**src/logic/hbpb_map.svh**
```systemverilog
// Constants for the Harvard bus priority bridge: class indices, frame decode, timing.
`ifndef HBPB_MAP_SVH
`define HBPB_MAP_SVH

// ****************************************************************
// Request classes, highest priority at index 0
// ****************************************************************
`define HBPB_CLS_DW      0
`define HBPB_CLS_PW      1
`define HBPB_CLS_DR      2
`define HBPB_CLS_PR      3
`define HBPB_CLS_FE      4
`define HBPB_NCLS        5

// ****************************************************************
// Peripheral frame decode on address bits 31:12
// ****************************************************************
`define HBPB_PF1_PAGE    20'h00006
`define HBPB_PF2_PAGE    20'h00007
`define HBPB_FCH_PAD     10'h000

// ****************************************************************
// Peripheral wait states, counted in clk cycles
// ****************************************************************
`define HBPB_PF_WR_WAIT  2'h0
`define HBPB_PF_RD_WAIT  2'h2

`endif

```
**src/logic/hbpb_pkg.sv**
```systemverilog
// Types shared by the Harvard bus priority bridge.
package hbpb_pkg;

    typedef logic [4:0] hbpb_cls_t;

    typedef enum logic [1:0] {
        HBPB_PB_IDLE,
        HBPB_PB_XFER,
        HBPB_PB_STALL
    } hbpb_pb_state_t;

endpackage

```
**src/logic/hbpb_prio_arb.sv**
```systemverilog
// Fixed-priority one-hot arbiter over the five request classes.
`timescale 1ns/1ps
`include "hbpb_map.svh"
module hbpb_prio_arb (
    // Requests, bit 0 highest
    input  wire hbpb_pkg::hbpb_cls_t req,
    // One-hot grant
    output      hbpb_pkg::hbpb_cls_t gnt
);
    genvar i;
    generate
        for (i = 0; i < `HBPB_NCLS; i++) begin : g_gnt
            if (i == 0) begin : g_top
                assign gnt[i] = req[i];
            end else begin : g_rest
                // Lower index wins, so a loser waits for every class above it
                assign gnt[i] = req[i] & ~|req[i-1:0];
            end
        end
    endgenerate
endmodule

```
**src/logic/hbpb_bridge.sv**
```systemverilog
// Harvard bus priority bridge: memory port arbitration and peripheral frame bridge.
//
// Behaviour
// - Fetch bus carries a 22-bit address and 32-bit data word.
// - Read and write buses each have independent 32-bit address and data.
// - A 32-bit data transfer goes to memory as one single access.
// - At most two of fetch, data read and data write proceed in one cycle: one at memory, one on the peripheral bus.
// - Collisions served: data write, program write, data read, program read, fetch.
// - Read and write buses merge onto one peripheral bus; fetch never reaches it.
// - Peripheral bus has 16-bit address and 16 or 32-bit data.
// - Second peripheral frame takes only 16-bit transfers.
// - First peripheral frame takes 16-bit and 32-bit transfers.
// - First frame: writes zero wait, reads two wait, ready may stretch.
// - Back-to-back first frame writes incur a one-cycle stall.
// - Second frame: writes zero wait, reads two wait, never stretched.
// - Protected write then read elsewhere reaches the bus in order, aligned.
`timescale 1ns/1ps
`include "hbpb_map.svh"
module hbpb_bridge (
    // Clock, reset, enable
    input  wire logic        clk,
    input  wire logic        sys_rst,
    input  wire logic        ce,
    // Protection mode
    input  wire logic        prot_en,
    // Fetch bus
    input  wire logic        fch_req,
    input  wire logic [21:0] fch_addr,
    output      logic        fch_ack,
    output      logic [31:0] fch_rdata,
    // Read bus
    input  wire logic        rd_req,
    input  wire logic        rd_prog,
    input  wire logic        rd_wide,
    input  wire logic [31:0] rd_addr,
    output      logic        rd_ack,
    output      logic [31:0] rd_rdata,
    // Write bus
    input  wire logic        wr_req,
    input  wire logic        wr_prog,
    input  wire logic        wr_wide,
    input  wire logic [31:0] wr_addr,
    input  wire logic [31:0] wr_data,
    output      logic        wr_ack,
    // Memory port
    output      logic        mem_en,
    output      logic        mem_we,
    output      logic        mem_prog,
    output      logic        mem_wide,
    output      logic [31:0] mem_addr,
    output      logic [31:0] mem_wdata,
    input  wire logic [31:0] mem_rdata,
    // Peripheral bus
    output      logic        pb_sel1,
    output      logic        pb_sel2,
    output      logic        pb_we,
    output      logic        pb_wide,
    output      logic [15:0] pb_addr,
    output      logic [31:0] pb_wdata,
    input  wire logic [31:0] pb_rdata,
    input  wire logic        pb_ready
);

    // ****************************************************************
    // Class decode
    // ****************************************************************
    hbpb_pkg::hbpb_cls_t      cls_req;
    hbpb_pkg::hbpb_cls_t      cls_wr;
    hbpb_pkg::hbpb_cls_t      cls_prog;
    hbpb_pkg::hbpb_cls_t      cls_wide;
    hbpb_pkg::hbpb_cls_t      cls_pb;
    hbpb_pkg::hbpb_cls_t      cls_pf1;
    hbpb_pkg::hbpb_cls_t      pending;
    hbpb_pkg::hbpb_cls_t      mem_vec;
    hbpb_pkg::hbpb_cls_t      pb_vec;
    hbpb_pkg::hbpb_cls_t      mem_gnt;
    hbpb_pkg::hbpb_cls_t      pb_win;
    hbpb_pkg::hbpb_cls_t      pb_gnt;
    hbpb_pkg::hbpb_cls_t      mem_done;
    hbpb_pkg::hbpb_cls_t      pb_done;
    hbpb_pkg::hbpb_cls_t      done_cls;
    hbpb_pkg::hbpb_cls_t      issued_reg;
    hbpb_pkg::hbpb_cls_t      ack_cls_reg;
    hbpb_pkg::hbpb_cls_t      mem_cls_reg;
    hbpb_pkg::hbpb_cls_t      pb_cls_reg;
    hbpb_pkg::hbpb_pb_state_t pb_state_reg;
    logic [31:0]              cls_addr [`HBPB_NCLS];
    logic [31:0]              m_addr;
    logic [31:0]              p_addr;
    logic [31:0]              p_wdata;
    logic [1:0]               wait_cnt_reg;
    logic                     p_we;
    logic                     p_pf1;
    logic                     p_wide;
    logic                     pb_fin;
    logic                     need_stall;
    logic                     pb_free;

    // Shared write data; program and data writes share one bus
    assign cls_req[`HBPB_CLS_DW]  = wr_req & ~wr_prog;
    assign cls_req[`HBPB_CLS_PW]  = wr_req & wr_prog;
    assign cls_req[`HBPB_CLS_DR]  = rd_req & ~rd_prog;
    assign cls_req[`HBPB_CLS_PR]  = rd_req & rd_prog;
    assign cls_req[`HBPB_CLS_FE]  = fch_req;
    assign cls_addr[`HBPB_CLS_DW] = wr_addr;
    assign cls_addr[`HBPB_CLS_PW] = wr_addr;
    assign cls_addr[`HBPB_CLS_DR] = rd_addr;
    assign cls_addr[`HBPB_CLS_PR] = rd_addr;
    assign cls_addr[`HBPB_CLS_FE] = {`HBPB_FCH_PAD, fch_addr};
    assign cls_wr                 = 5'h03;
    assign cls_prog               = 5'h0A;
    assign cls_wide               = {1'b1, rd_wide, rd_wide, wr_wide, wr_wide};

    genvar c;
    generate
        for (c = 0; c < `HBPB_NCLS; c++) begin : g_cls
            assign cls_pf1[c] = (c != `HBPB_CLS_FE) && (cls_addr[c][31:12] == `HBPB_PF1_PAGE);
            assign cls_pb[c]  = (c != `HBPB_CLS_FE) &&
                                ((cls_addr[c][31:12] == `HBPB_PF1_PAGE) ||
                                 (cls_addr[c][31:12] == `HBPB_PF2_PAGE));
        end
    endgenerate

    // ****************************************************************
    // Arbitration per target
    // ****************************************************************
    // Requests stay visible until acked, so a loser simply competes again
    assign pending = cls_req & ~issued_reg & ~ack_cls_reg;
    assign mem_vec = pending & ~cls_pb;
    assign pb_vec  = pending & cls_pb;

    hbpb_prio_arb u_mem_arb (
        .req (mem_vec),
        .gnt (mem_gnt)
    );

    hbpb_prio_arb u_pb_arb (
        .req (pb_vec),
        .gnt (pb_win)
    );

    always_comb begin
        m_addr = 32'h00000000;
        p_addr = 32'h00000000;
        for (int i = 0; i < `HBPB_NCLS; i++) begin
            if (mem_gnt[i]) begin
                m_addr = cls_addr[i];
            end
            if (pb_win[i]) begin
                p_addr = cls_addr[i];
            end
        end
    end

    assign p_we    = |(pb_win & cls_wr);
    assign p_pf1   = |(pb_win & cls_pf1);
    assign p_wide  = |(pb_win & cls_wide) & p_pf1;
    assign p_wdata = p_wide ? wr_data : {16'h0000, wr_data[15:0]};

    // ****************************************************************
    // Peripheral handshake and stall decisions
    // ****************************************************************
    // Frame 2 ignores ready, so a stuck peripheral cannot hang it
    assign pb_fin  = (pb_state_reg == hbpb_pkg::HBPB_PB_XFER) && (wait_cnt_reg == 2'h0) &&
                     (pb_sel2 | pb_ready);
    assign need_stall = pb_fin && (|pb_win) && pb_we &&
                        ((pb_sel1 && p_we && p_pf1) ||
                         (prot_en && !p_we && (p_addr[15:0] != pb_addr)));
    // Stall cycle may grant, so the gap is exactly one cycle
    assign pb_free = ((pb_state_reg == hbpb_pkg::HBPB_PB_IDLE) ||
                      (pb_state_reg == hbpb_pkg::HBPB_PB_STALL) || pb_fin) && !need_stall;
    assign pb_gnt  = pb_free ? pb_win : 5'h00;
    assign pb_done = pb_fin ? pb_cls_reg : 5'h00;
    assign mem_done = mem_en ? mem_cls_reg : 5'h00;
    assign done_cls = mem_done | pb_done;

    // ****************************************************************
    // Outstanding tracking
    // ****************************************************************
    always_ff @(posedge clk or posedge sys_rst) begin
        if (sys_rst) begin
            issued_reg  <= 5'h00;
            ack_cls_reg <= 5'h00;
            fch_ack     <= 1'b0;
            rd_ack      <= 1'b0;
            wr_ack      <= 1'b0;
        end else if (ce) begin
            issued_reg  <= (issued_reg | mem_gnt | pb_gnt) & ~done_cls;
            ack_cls_reg <= done_cls;
            fch_ack     <= done_cls[`HBPB_CLS_FE];
            rd_ack      <= done_cls[`HBPB_CLS_DR] | done_cls[`HBPB_CLS_PR];
            wr_ack      <= done_cls[`HBPB_CLS_DW] | done_cls[`HBPB_CLS_PW];
        end
    end

    // ****************************************************************
    // Read data return
    // ****************************************************************
    always_ff @(posedge clk or posedge sys_rst) begin
        if (sys_rst) begin
            fch_rdata <= 32'h00000000;
            rd_rdata  <= 32'h00000000;
        end else if (ce) begin
            if (mem_done[`HBPB_CLS_FE]) begin
                fch_rdata <= mem_rdata;
            end
            if (mem_done[`HBPB_CLS_DR] | mem_done[`HBPB_CLS_PR]) begin
                rd_rdata <= mem_rdata;
            end else if (pb_done[`HBPB_CLS_DR] | pb_done[`HBPB_CLS_PR]) begin
                rd_rdata <= pb_wide ? pb_rdata : {16'h0000, pb_rdata[15:0]};
            end
        end
    end

    // ****************************************************************
    // Memory port, one zero-wait access per cycle
    // ****************************************************************
    always_ff @(posedge clk or posedge sys_rst) begin
        if (sys_rst) begin
            mem_en      <= 1'b0;
            mem_we      <= 1'b0;
            mem_prog    <= 1'b0;
            mem_wide    <= 1'b0;
            mem_addr    <= 32'h00000000;
            mem_wdata   <= 32'h00000000;
            mem_cls_reg <= 5'h00;
        end else if (ce) begin
            mem_en      <= |mem_gnt;
            mem_cls_reg <= mem_gnt;
            if (|mem_gnt) begin
                mem_we    <= |(mem_gnt & cls_wr);
                mem_prog  <= |(mem_gnt & cls_prog);
                mem_wide  <= |(mem_gnt & cls_wide);
                mem_addr  <= m_addr;
                mem_wdata <= wr_data;
            end
        end
    end

    // ****************************************************************
    // Peripheral bridge state machine
    // ****************************************************************
    always_ff @(posedge clk or posedge sys_rst) begin
        if (sys_rst) begin
            pb_state_reg <= hbpb_pkg::HBPB_PB_IDLE;
            wait_cnt_reg <= 2'h0;
            pb_cls_reg   <= 5'h00;
            pb_sel1      <= 1'b0;
            pb_sel2      <= 1'b0;
            pb_we        <= 1'b0;
            pb_wide      <= 1'b0;
            pb_addr      <= 16'h0000;
            pb_wdata     <= 32'h00000000;
        end else if (ce) begin
            case (pb_state_reg)
                hbpb_pkg::HBPB_PB_IDLE,
                hbpb_pkg::HBPB_PB_STALL,
                hbpb_pkg::HBPB_PB_XFER: begin
                    if (pb_state_reg == hbpb_pkg::HBPB_PB_XFER && !pb_fin) begin
                        if (wait_cnt_reg != 2'h0) begin
                            wait_cnt_reg <= wait_cnt_reg - 2'h1;
                        end
                    end else if (|pb_gnt) begin
                        pb_state_reg <= hbpb_pkg::HBPB_PB_XFER;
                        wait_cnt_reg <= p_we ? `HBPB_PF_WR_WAIT : `HBPB_PF_RD_WAIT;
                        pb_cls_reg   <= pb_gnt;
                        pb_sel1      <= p_pf1;
                        pb_sel2      <= ~p_pf1;
                        pb_we        <= p_we;
                        pb_wide      <= p_wide;
                        pb_addr      <= p_addr[15:0];
                        pb_wdata     <= p_wdata;
                    end else if (need_stall) begin
                        pb_state_reg <= hbpb_pkg::HBPB_PB_STALL;
                        pb_sel1      <= 1'b0;
                        pb_sel2      <= 1'b0;
                    end else begin
                        pb_state_reg <= hbpb_pkg::HBPB_PB_IDLE;
                        pb_sel1      <= 1'b0;
                        pb_sel2      <= 1'b0;
                    end
                end
                default: begin
                    pb_state_reg <= hbpb_pkg::HBPB_PB_IDLE;
                    pb_sel1      <= 1'b0;
                    pb_sel2      <= 1'b0;
                end
            endcase
        end
    end

endmodule

```
**config.mk**
```make
export PLATFORM = sky130hd
export DESIGN_NAME = hbpb_bridge
export DESIGN_NICKNAME = d
export VERILOG_FILES = /design/src/logic/hbpb_pkg.sv /design/src/logic/hbpb_prio_arb.sv /design/src/logic/hbpb_bridge.sv
export VERILOG_INCLUDE_DIRS = /design/src /design/src/logic
export SDC_FILE = /design/constraint.sdc
export NUM_CORES = 1
export LEC_CHECK = 0
export BUFFER_PORTS_ARGS = -buffer_cell sky130_fd_sc_hd__buf_4
export CAP_MARGIN = 20
export CORE_MARGIN = 2
export CORE_UTILIZATION = 44
export CTS_CLUSTER_DIAMETER = 200
export DETAILED_ROUTE_END_ITERATION = 8
export HOLD_SLACK_MARGIN = 0.1
export PLACE_DENSITY = 0.86
export SETUP_SLACK_MARGIN = 0.2
export SYNTH_ARGS = -nofsm -noshare
export SYNTH_HDL_FRONTEND = slang
export SYNTH_SLANG_ARGS = --single-unit
```
**constraint.sdc**
```tcl
create_clock -name clk -period 5.9 [get_ports clk]
set_input_delay 0.295 -clock clk [delete_from_list [all_inputs] [get_ports clk]]
set_output_delay 0.295 -clock clk [all_outputs]
set_load 0.02 [all_outputs]
```
; After elaboration in Yosys (flattened, before gate mapping)
; Index checks and enable logic that the tools add are counted.
[word_totals]
inputBits = 194
regBits = 211
word_cells = 155
[op_classes]
n_eq_ne = 9
n_mux = 31
addsub = 1
n_bitwise = 37
reduce_logical = 54
[op_table]
columns = op, count
row1 = $mux W32, 9
row2 = $eq A20 B3 Y1 const B, 4
row3 = $mux W16, 5
row4 = $and A5 B5 Y5, 6
row5 = $reduce_or A5 Y1, 6
row6 = $mux W2, 8
row7 = $ne A16 B16 Y1, 1
row8 = $mux W5, 3
row9 = $not A5 Y5, 3
row10 = $or A5 B5 Y5, 3
row11 = $and A1 B1 Y1, 13
row12 = $logic_and A1 B1 Y1, 11
row13 = $logic_not A1 Y1, 11
row14 = $and A5 B4 Y5, 2
row15 = $reduce_or A2 Y1, 5
row16 = $reduce_or A3 Y1, 3
row17 = $reduce_and A2 Y1, 4
row18 = $reduce_and A4 Y1, 2
row19 = $reduce_or A4 Y1, 2
row20 = $mux W1, 6
row21 = $reduce_bool A2 Y1, 3
row22 = $logic_or A1 B1 Y1, 5
row23 = $not A4 Y5, 1
row24 = $or A1 B1 Y1, 5
row25 = other kinds (7), 11

; Depth between registers and ports, before layout
[depth]
ltp_word = 22
depth_mapped = 12

; Modules after synthesis
; Synthesis repeated with hierarchy kept, for this count alone.
[hier_totals]
cells_unflattened = 867
area_unflattened_um2 = 9684.3
[by_module_without_submodules]
columns = mod, instances, area_per_inst_um2, cells_each
row1 = hbpb_bridge, 1, 9574.2, 855
row2 = hbpb_prio_arb, 2, 55.1, 6

; Worst setup path after synthesis
; No wires, ideal clock.
[synth_path]
path_type = register to register
start = register ack_cls_reg[0]
end = register pb_wdata[16]
path_slack_ns = 3.039
period_less_slack_ns = 2.861
t_required_ns = 5.834
arrival_time_ns = 2.795
path_stages_with_launch = 12
setup_time_ns = 0.066
path_cell_list = dfrtp_1 -> nor4b_4 -> nor2_1 -> nor3_1 -> mux2i_1 -> xor2_1 -> nand4_1 -> o31ai_2 -> buf_4 -> nor3b_4 -> buf_6 -> a22o_1
[synth_between]
elab_chain_cells = 18
[synth_rtl]
columns = element, line_no
row1 = start: declaration, hbpb_bridge.sv:83  ; hbpb_pkg::hbpb_cls_t ack_cls_reg;
row2 = start signal: assignment, hbpb_bridge.sv:189  ; ack_cls_reg <= done_cls;
row3 = $not A5 Y5 (*), hbpb_bridge.sv:128  ; assign pending = cls_req & ~issued_reg & ~ack_cls_reg;
row4 = $and A5 B5 Y5 (*), hbpb_bridge.sv:128
row5 = $and A5 B4 Y5 (*), hbpb_bridge.sv:130  ; assign pb_vec = pending & cls_pb;
row6 = $logic_not A1 Y1 / $reduce_or A2 Y1 (equally long branches), hbpb_prio_arb.sv:17  ; assign gnt[i] = req[i] & ~|req[i-1:0];
row7 = $and A1 B1 Y1 / $logic_not A1 Y1 (equally long branches), hbpb_prio_arb.sv:17
row8 = $mux W16 / $and A1 B1 Y1 (equally long branches), "hbpb_bridge.sv:149, hbpb_prio_arb.sv:17"
row9 = $mux W16 (3 in series), hbpb_bridge.sv:149  ; if (pb_win[i]) begin
row10 = $ne A16 B16 Y1, hbpb_bridge.sv:168  ; (prot_en && !p_we && (p_addr[15:0] != pb_addr)));
row11 = $logic_and A1 B1 Y1, hbpb_bridge.sv:168
row12 = $logic_or A1 B1 Y1, hbpb_bridge.sv:167  ; ((pb_sel1 && p_we && p_pf1) ||
row13 = $logic_and A1 B1 Y1, hbpb_bridge.sv:166  ; assign need_stall = pb_fin && (|pb_win) && pb_we &&
row14 = $logic_not A1 Y1, hbpb_bridge.sv:171  ; (pb_state_reg == hbpb_pkg::HBPB_PB_STALL) || pb_fin) && !need_stall;
row15 = $logic_and A1 B1 Y1, hbpb_bridge.sv:171
row16 = $mux W5, hbpb_bridge.sv:172  ; assign pb_gnt = pb_free ? pb_win : 5'h00;
row17 = $reduce_or A5 Y1, hbpb_bridge.sv:263  ; end else if (|pb_gnt) begin
row18 = $reduce_and A4 Y1 (no line), --
row19 = end signal: assignment, hbpb_bridge.sv:272  ; pb_wdata <= p_wdata;
row20 = end: declaration, hbpb_bridge.sv:59  ; output logic [31:0] pb_wdata,
; Mark *: on every way between the ends. The rest lies on a longest branch, timed or not.
; A chain may end at the register's enable or synchronous reset.

; Final worst setup path
[layout_path]
start = input wr_prog
end = register pb_wdata[31]
[layout_between]
elab_chain_cells = 20
[layout_rtl]
columns = element, line_no
row1 = start: declaration, hbpb_bridge.sv:40  ; input wire logic wr_prog,
row2 = $not A1 Y1, hbpb_bridge.sv:100  ; assign cls_req[`HBPB_CLS_DW] = wr_req & ~wr_prog;
row3 = $and A1 B1 Y1, hbpb_bridge.sv:100
row4 = $and A5 B5 Y5 (*) (2 in series), hbpb_bridge.sv:128
row5 = $and A5 B4 Y5 (*), hbpb_bridge.sv:130
row6 = $logic_not A1 Y1 / $reduce_or A2 Y1 (equally long branches), hbpb_prio_arb.sv:17
row7 = $and A1 B1 Y1 / $logic_not A1 Y1 (equally long branches), hbpb_prio_arb.sv:17
row8 = $mux W16 / $and A1 B1 Y1 (equally long branches), "hbpb_bridge.sv:149, hbpb_prio_arb.sv:17"
row9 = $mux W16 (3 in series), hbpb_bridge.sv:149
row10 = $ne A16 B16 Y1, hbpb_bridge.sv:168
row11 = $logic_and A1 B1 Y1, hbpb_bridge.sv:168
row12 = $logic_or A1 B1 Y1, hbpb_bridge.sv:167
row13 = $logic_and A1 B1 Y1, hbpb_bridge.sv:166
row14 = $logic_not A1 Y1, hbpb_bridge.sv:171
row15 = $logic_and A1 B1 Y1, hbpb_bridge.sv:171
row16 = $mux W5, hbpb_bridge.sv:172
row17 = $reduce_or A5 Y1, hbpb_bridge.sv:263
row18 = $reduce_and A4 Y1 (no line), --
; Marked as above.

==> results by group <==
Clocking
  – Clk slew on worst S/H paths: 0.06 ns
  – Postcts setup bufs: 0
  – Skew-Pair Late Insertion Delay: 0.50 ns
  – CTS resizes: 0
  – Max Root-Sink Buffers: 3
  – CTS H-tree lvls: 1
  – CTS Root Cell: clkbuf_16
  – CTS tree: yes
  – CTS buffer count: 23
  – # clock sinks: 209

Finish
  – Layout Nets: ~1500
  – Layout cell share with drive strength beyond 1: 41.7%
  – Non-filler cells, final: 1566
  – Layout Area Growth over Synthesis: 50.7%
  – Final instance area: 14100 µm²
  – Number of fill cells: 1496

STA
  – Post-Route Skew: 0.0160 ns
  – Max_slew headroom: 27.1%
  – Fin. Hold Viols: 0
  – Final cycle utilization of the critical path: roughly 72%
  – Count of pins over their slew limit: 0
  – FMAX: 234 MHz
  – Worst slew pin tran: 1.09 ns
  – Min Tclk post-route: 4.27 ns
  – Worst Slack Setup Final: roughly 1.6 ns
  – RSZ-0062 raised after global routing: no
  – Final setup fails: 0
  – Setup tns final: 0 ns

Die
  – Num ports: 381
  – Die Ht: approximately 150 µm
  – FP Rows: 53
  – Core region area: 21000 µm²
  – Die area: 22500 µm²
  – DIE WIDTH: between 150 and 200 µm
  – Starting Density: about 45%

Yosys
  – Post-synth EDFFs: 0
  – Synth Flop Type: dfrtp_1
  – Post-synthesis simple-gate area fraction: 12.1%
  – Synth Area in XOR/XNOR: 1.21%
  – Synth Net Count: 1019
  – Post-synth top cells: dfrtp_1 (209), nand2_1 (87), mux2_2 (84), o21ai_0 (81), clkbuf_1 (42)
  – Seq/Total Area, Yosys: 55.7%
  – Synth top area share: 55.7%
  – Synth Area in Adders: 0.133%
  – Distinct cells, synth: 67
  – Largest family of logic cells by synthesized area: compound AO/OA/AOI/OAI gates
  – Mux contribution to synthesized area: 12.0%
  – Async SR Flop Fraction: 100%
  – Synth warn: 0
  – Synth top area cells: dfrtp_1 (56%), mux2_2 (10%), o21ai_0 (4.3%), nand2_1 (3.5%), a222oi_1 (2.3%)
  – Synth Area in Compound Gates: 15.8%
  – Syn Std Cell Area: around 9400 µm²
  – Cell taking the most area after synthesis: dfrtp_1
  – FF+latch count, synth: around 210
  – Cell with the most instances after synthesis: dfrtp_1
  – Synthesized instance count: 824
  – Post-Syn Area per Cell: 11.4 µm²

Hold path
  – Hold Crit Endpoint: rd_rdata[14]
  – Worst hold start: pb_rdata[14]
  – Min-delay worst type: in2reg
  – Hold path cells: 3

GRT
  – Vias in the first global route: 8851
  – Pin count of the biggest net entering global routing: 102
  – First-pass GRT wire length: 47800 µm
  – Global route total overflow: 0
  – Tot GR Track Use: a little over a quarter
  – Initial antenna violation count: 0

Critical path
  – R2R cell count: 9
  – Crit Path Class: in2reg
  – Reg-to-reg setup timing slack: 1.70 ns
  – Crit Reg-Reg Endpoint: pb_wdata[31]
  – Worst EP required: 6.33 ns
  – Startpoint of the worst register-to-register path: ack_cls_reg[0]
  – Setup crit end kind: register
  – Critical Path Start Type: primary input
  – Worst EP arrival: 4.70 ns
  – Max FO, Critical Path: 19

Place
  – Worst slack, placed: ~1.3 ns
  – Hpwl dp: 21500 µm
  – Routability Congestion: 0.965
  – Post-DP Area: 12500 µm²
  – Port bufs: 380
  – Placed cells: 1439

Routing
  – Drt initial violations: 702
  – Drt pass-1 iters: 9
  – Per-cell routed wire length: 19.9 µm
  – Vias per Instance: 5.57
  – Number of remaining DRC errors: 0
  – Via count: roughly 8700
  – Drt total wl: between 30000 and 40000 µm
  – DRT antenna net count: 0

Pwr
  – Pleak: 6.96 nW
  – Power after layout: around 5.5 mW
  – P per Cell Area: ~390 nW/µm²
  – Peak supply drop: between 0.3 and 0.4 mV

Status
  – Outcome: finished, final reports clean

Flow run
  – Max-Cap Viols: 0
layer usage:
layer / global-route usage, % / up-vias / part of all wire, %
met5: 0 / - / 0
met4: 8.63 / 0 / 3.3
met1: 34.1 / 4237 / 39
met3: 6.80 / 83 / 8.9
li1: - / 3947 / -
met2: 44.9 / 450 / 49
per-stage QoR:
stage,hold WS [ns],utilization [%]
2_1_floorplan,0.428,-
3_3_place_gp,0.464,59.7
3_5_place_dp,0.391,59.8
4_1_cts,0.102,67.4
5_1_grt,0.107,67.4
6_report,0.104,67.5
power breakdown:
| part | internal, mW | total, mW | leakage, nW | switching [mW] |
|---|---|---|---|---|
| Combinational | 0.927 | 2.03 | 3.89 | 1.10 |
| Sequential | 1.85 | 2.10 | 2.72 | 0.247 |
| Clock | 0.839 | 1.40 | 0.355 | 0.562 |
| Total | 3.62 | 5.52 | 6.96 | 1.91 |
worst max-delay path by stage:
stage | from | endpoint | slack [ns] | depth (start not counted)
global placement | rd_addr[25] | pb_wdata[21] | 1.45 | 10
CTS | rd_addr[28] | pb_wdata[24] | 1.36 | 11
floorplan | sys_rst | ack_cls_reg[0] | 2.89 | 1
global route | wr_prog | pb_wdata[31] | 1.29 | 11
detailed placement | rd_addr[25] | pb_wdata[21] | 1.31 | 10
finish | wr_prog | pb_wdata[31] | 1.63 | 11
cell type report:
type	instances	area, µm²	area share (%)
clock buffer	31	636	4.50
clock inverter	8	95.1	0.673
multi-input combinational	544	3910	27.6
antenna	1	2.50	0.0177
sequential	209	5230	37.0
timing repair buffer	481	3850	27.3
inverter	17	67.6	0.478
tap	275	344	2.43
layout by cell type, fill, tap and decap left out, drive strengths merged, types with 11 or more instances in the layout:
cell type,synthesis,layout
nor2,28,28
a21oi,34,34
mux2i,18,18
mux2,84,84
nand3,11,11
clkbuf,42,31
xor2,13,13
nor3,11,11
o2bb2ai,15,15
o21ai,83,83
inv,17,16
and3,27,27
dlygate4sd3,0,86
buf,12,395
a22oi,12,12
dfrtp,209,209
a22o,20,20
a222oi,22,22
nand2,87,87
timing repair:
item	in CTS	in global routing
hold buffers	86	0
endpoints found under the setup margin	0	0
endpoints found under the hold margin	151	0
critical path, cell delays in order:
cell and delay (ns):
dlygate4sd3_1 0.55, buf_4 0.15, nor4b_4 0.38, or2_0 0.43
nand3_2 0.41, a31oi_1 0.39, xor2_1 0.18, nand4_1 0.15
o31ai_2 0.74, nor3b_4 0.77, a22o_1 0.24
logic make-up after synthesis:
kind of cell             count (synthesis)
AO/OA/AOI/OAI                          220
XOR/XNOR                                13
adder cells (fa/ha/maj)                  1
buffers and inverters                   71
flip-flops                             209
multiplexers                           102
AND/OR/NAND/NOR                        208
(Power assumes the default switching activity.)
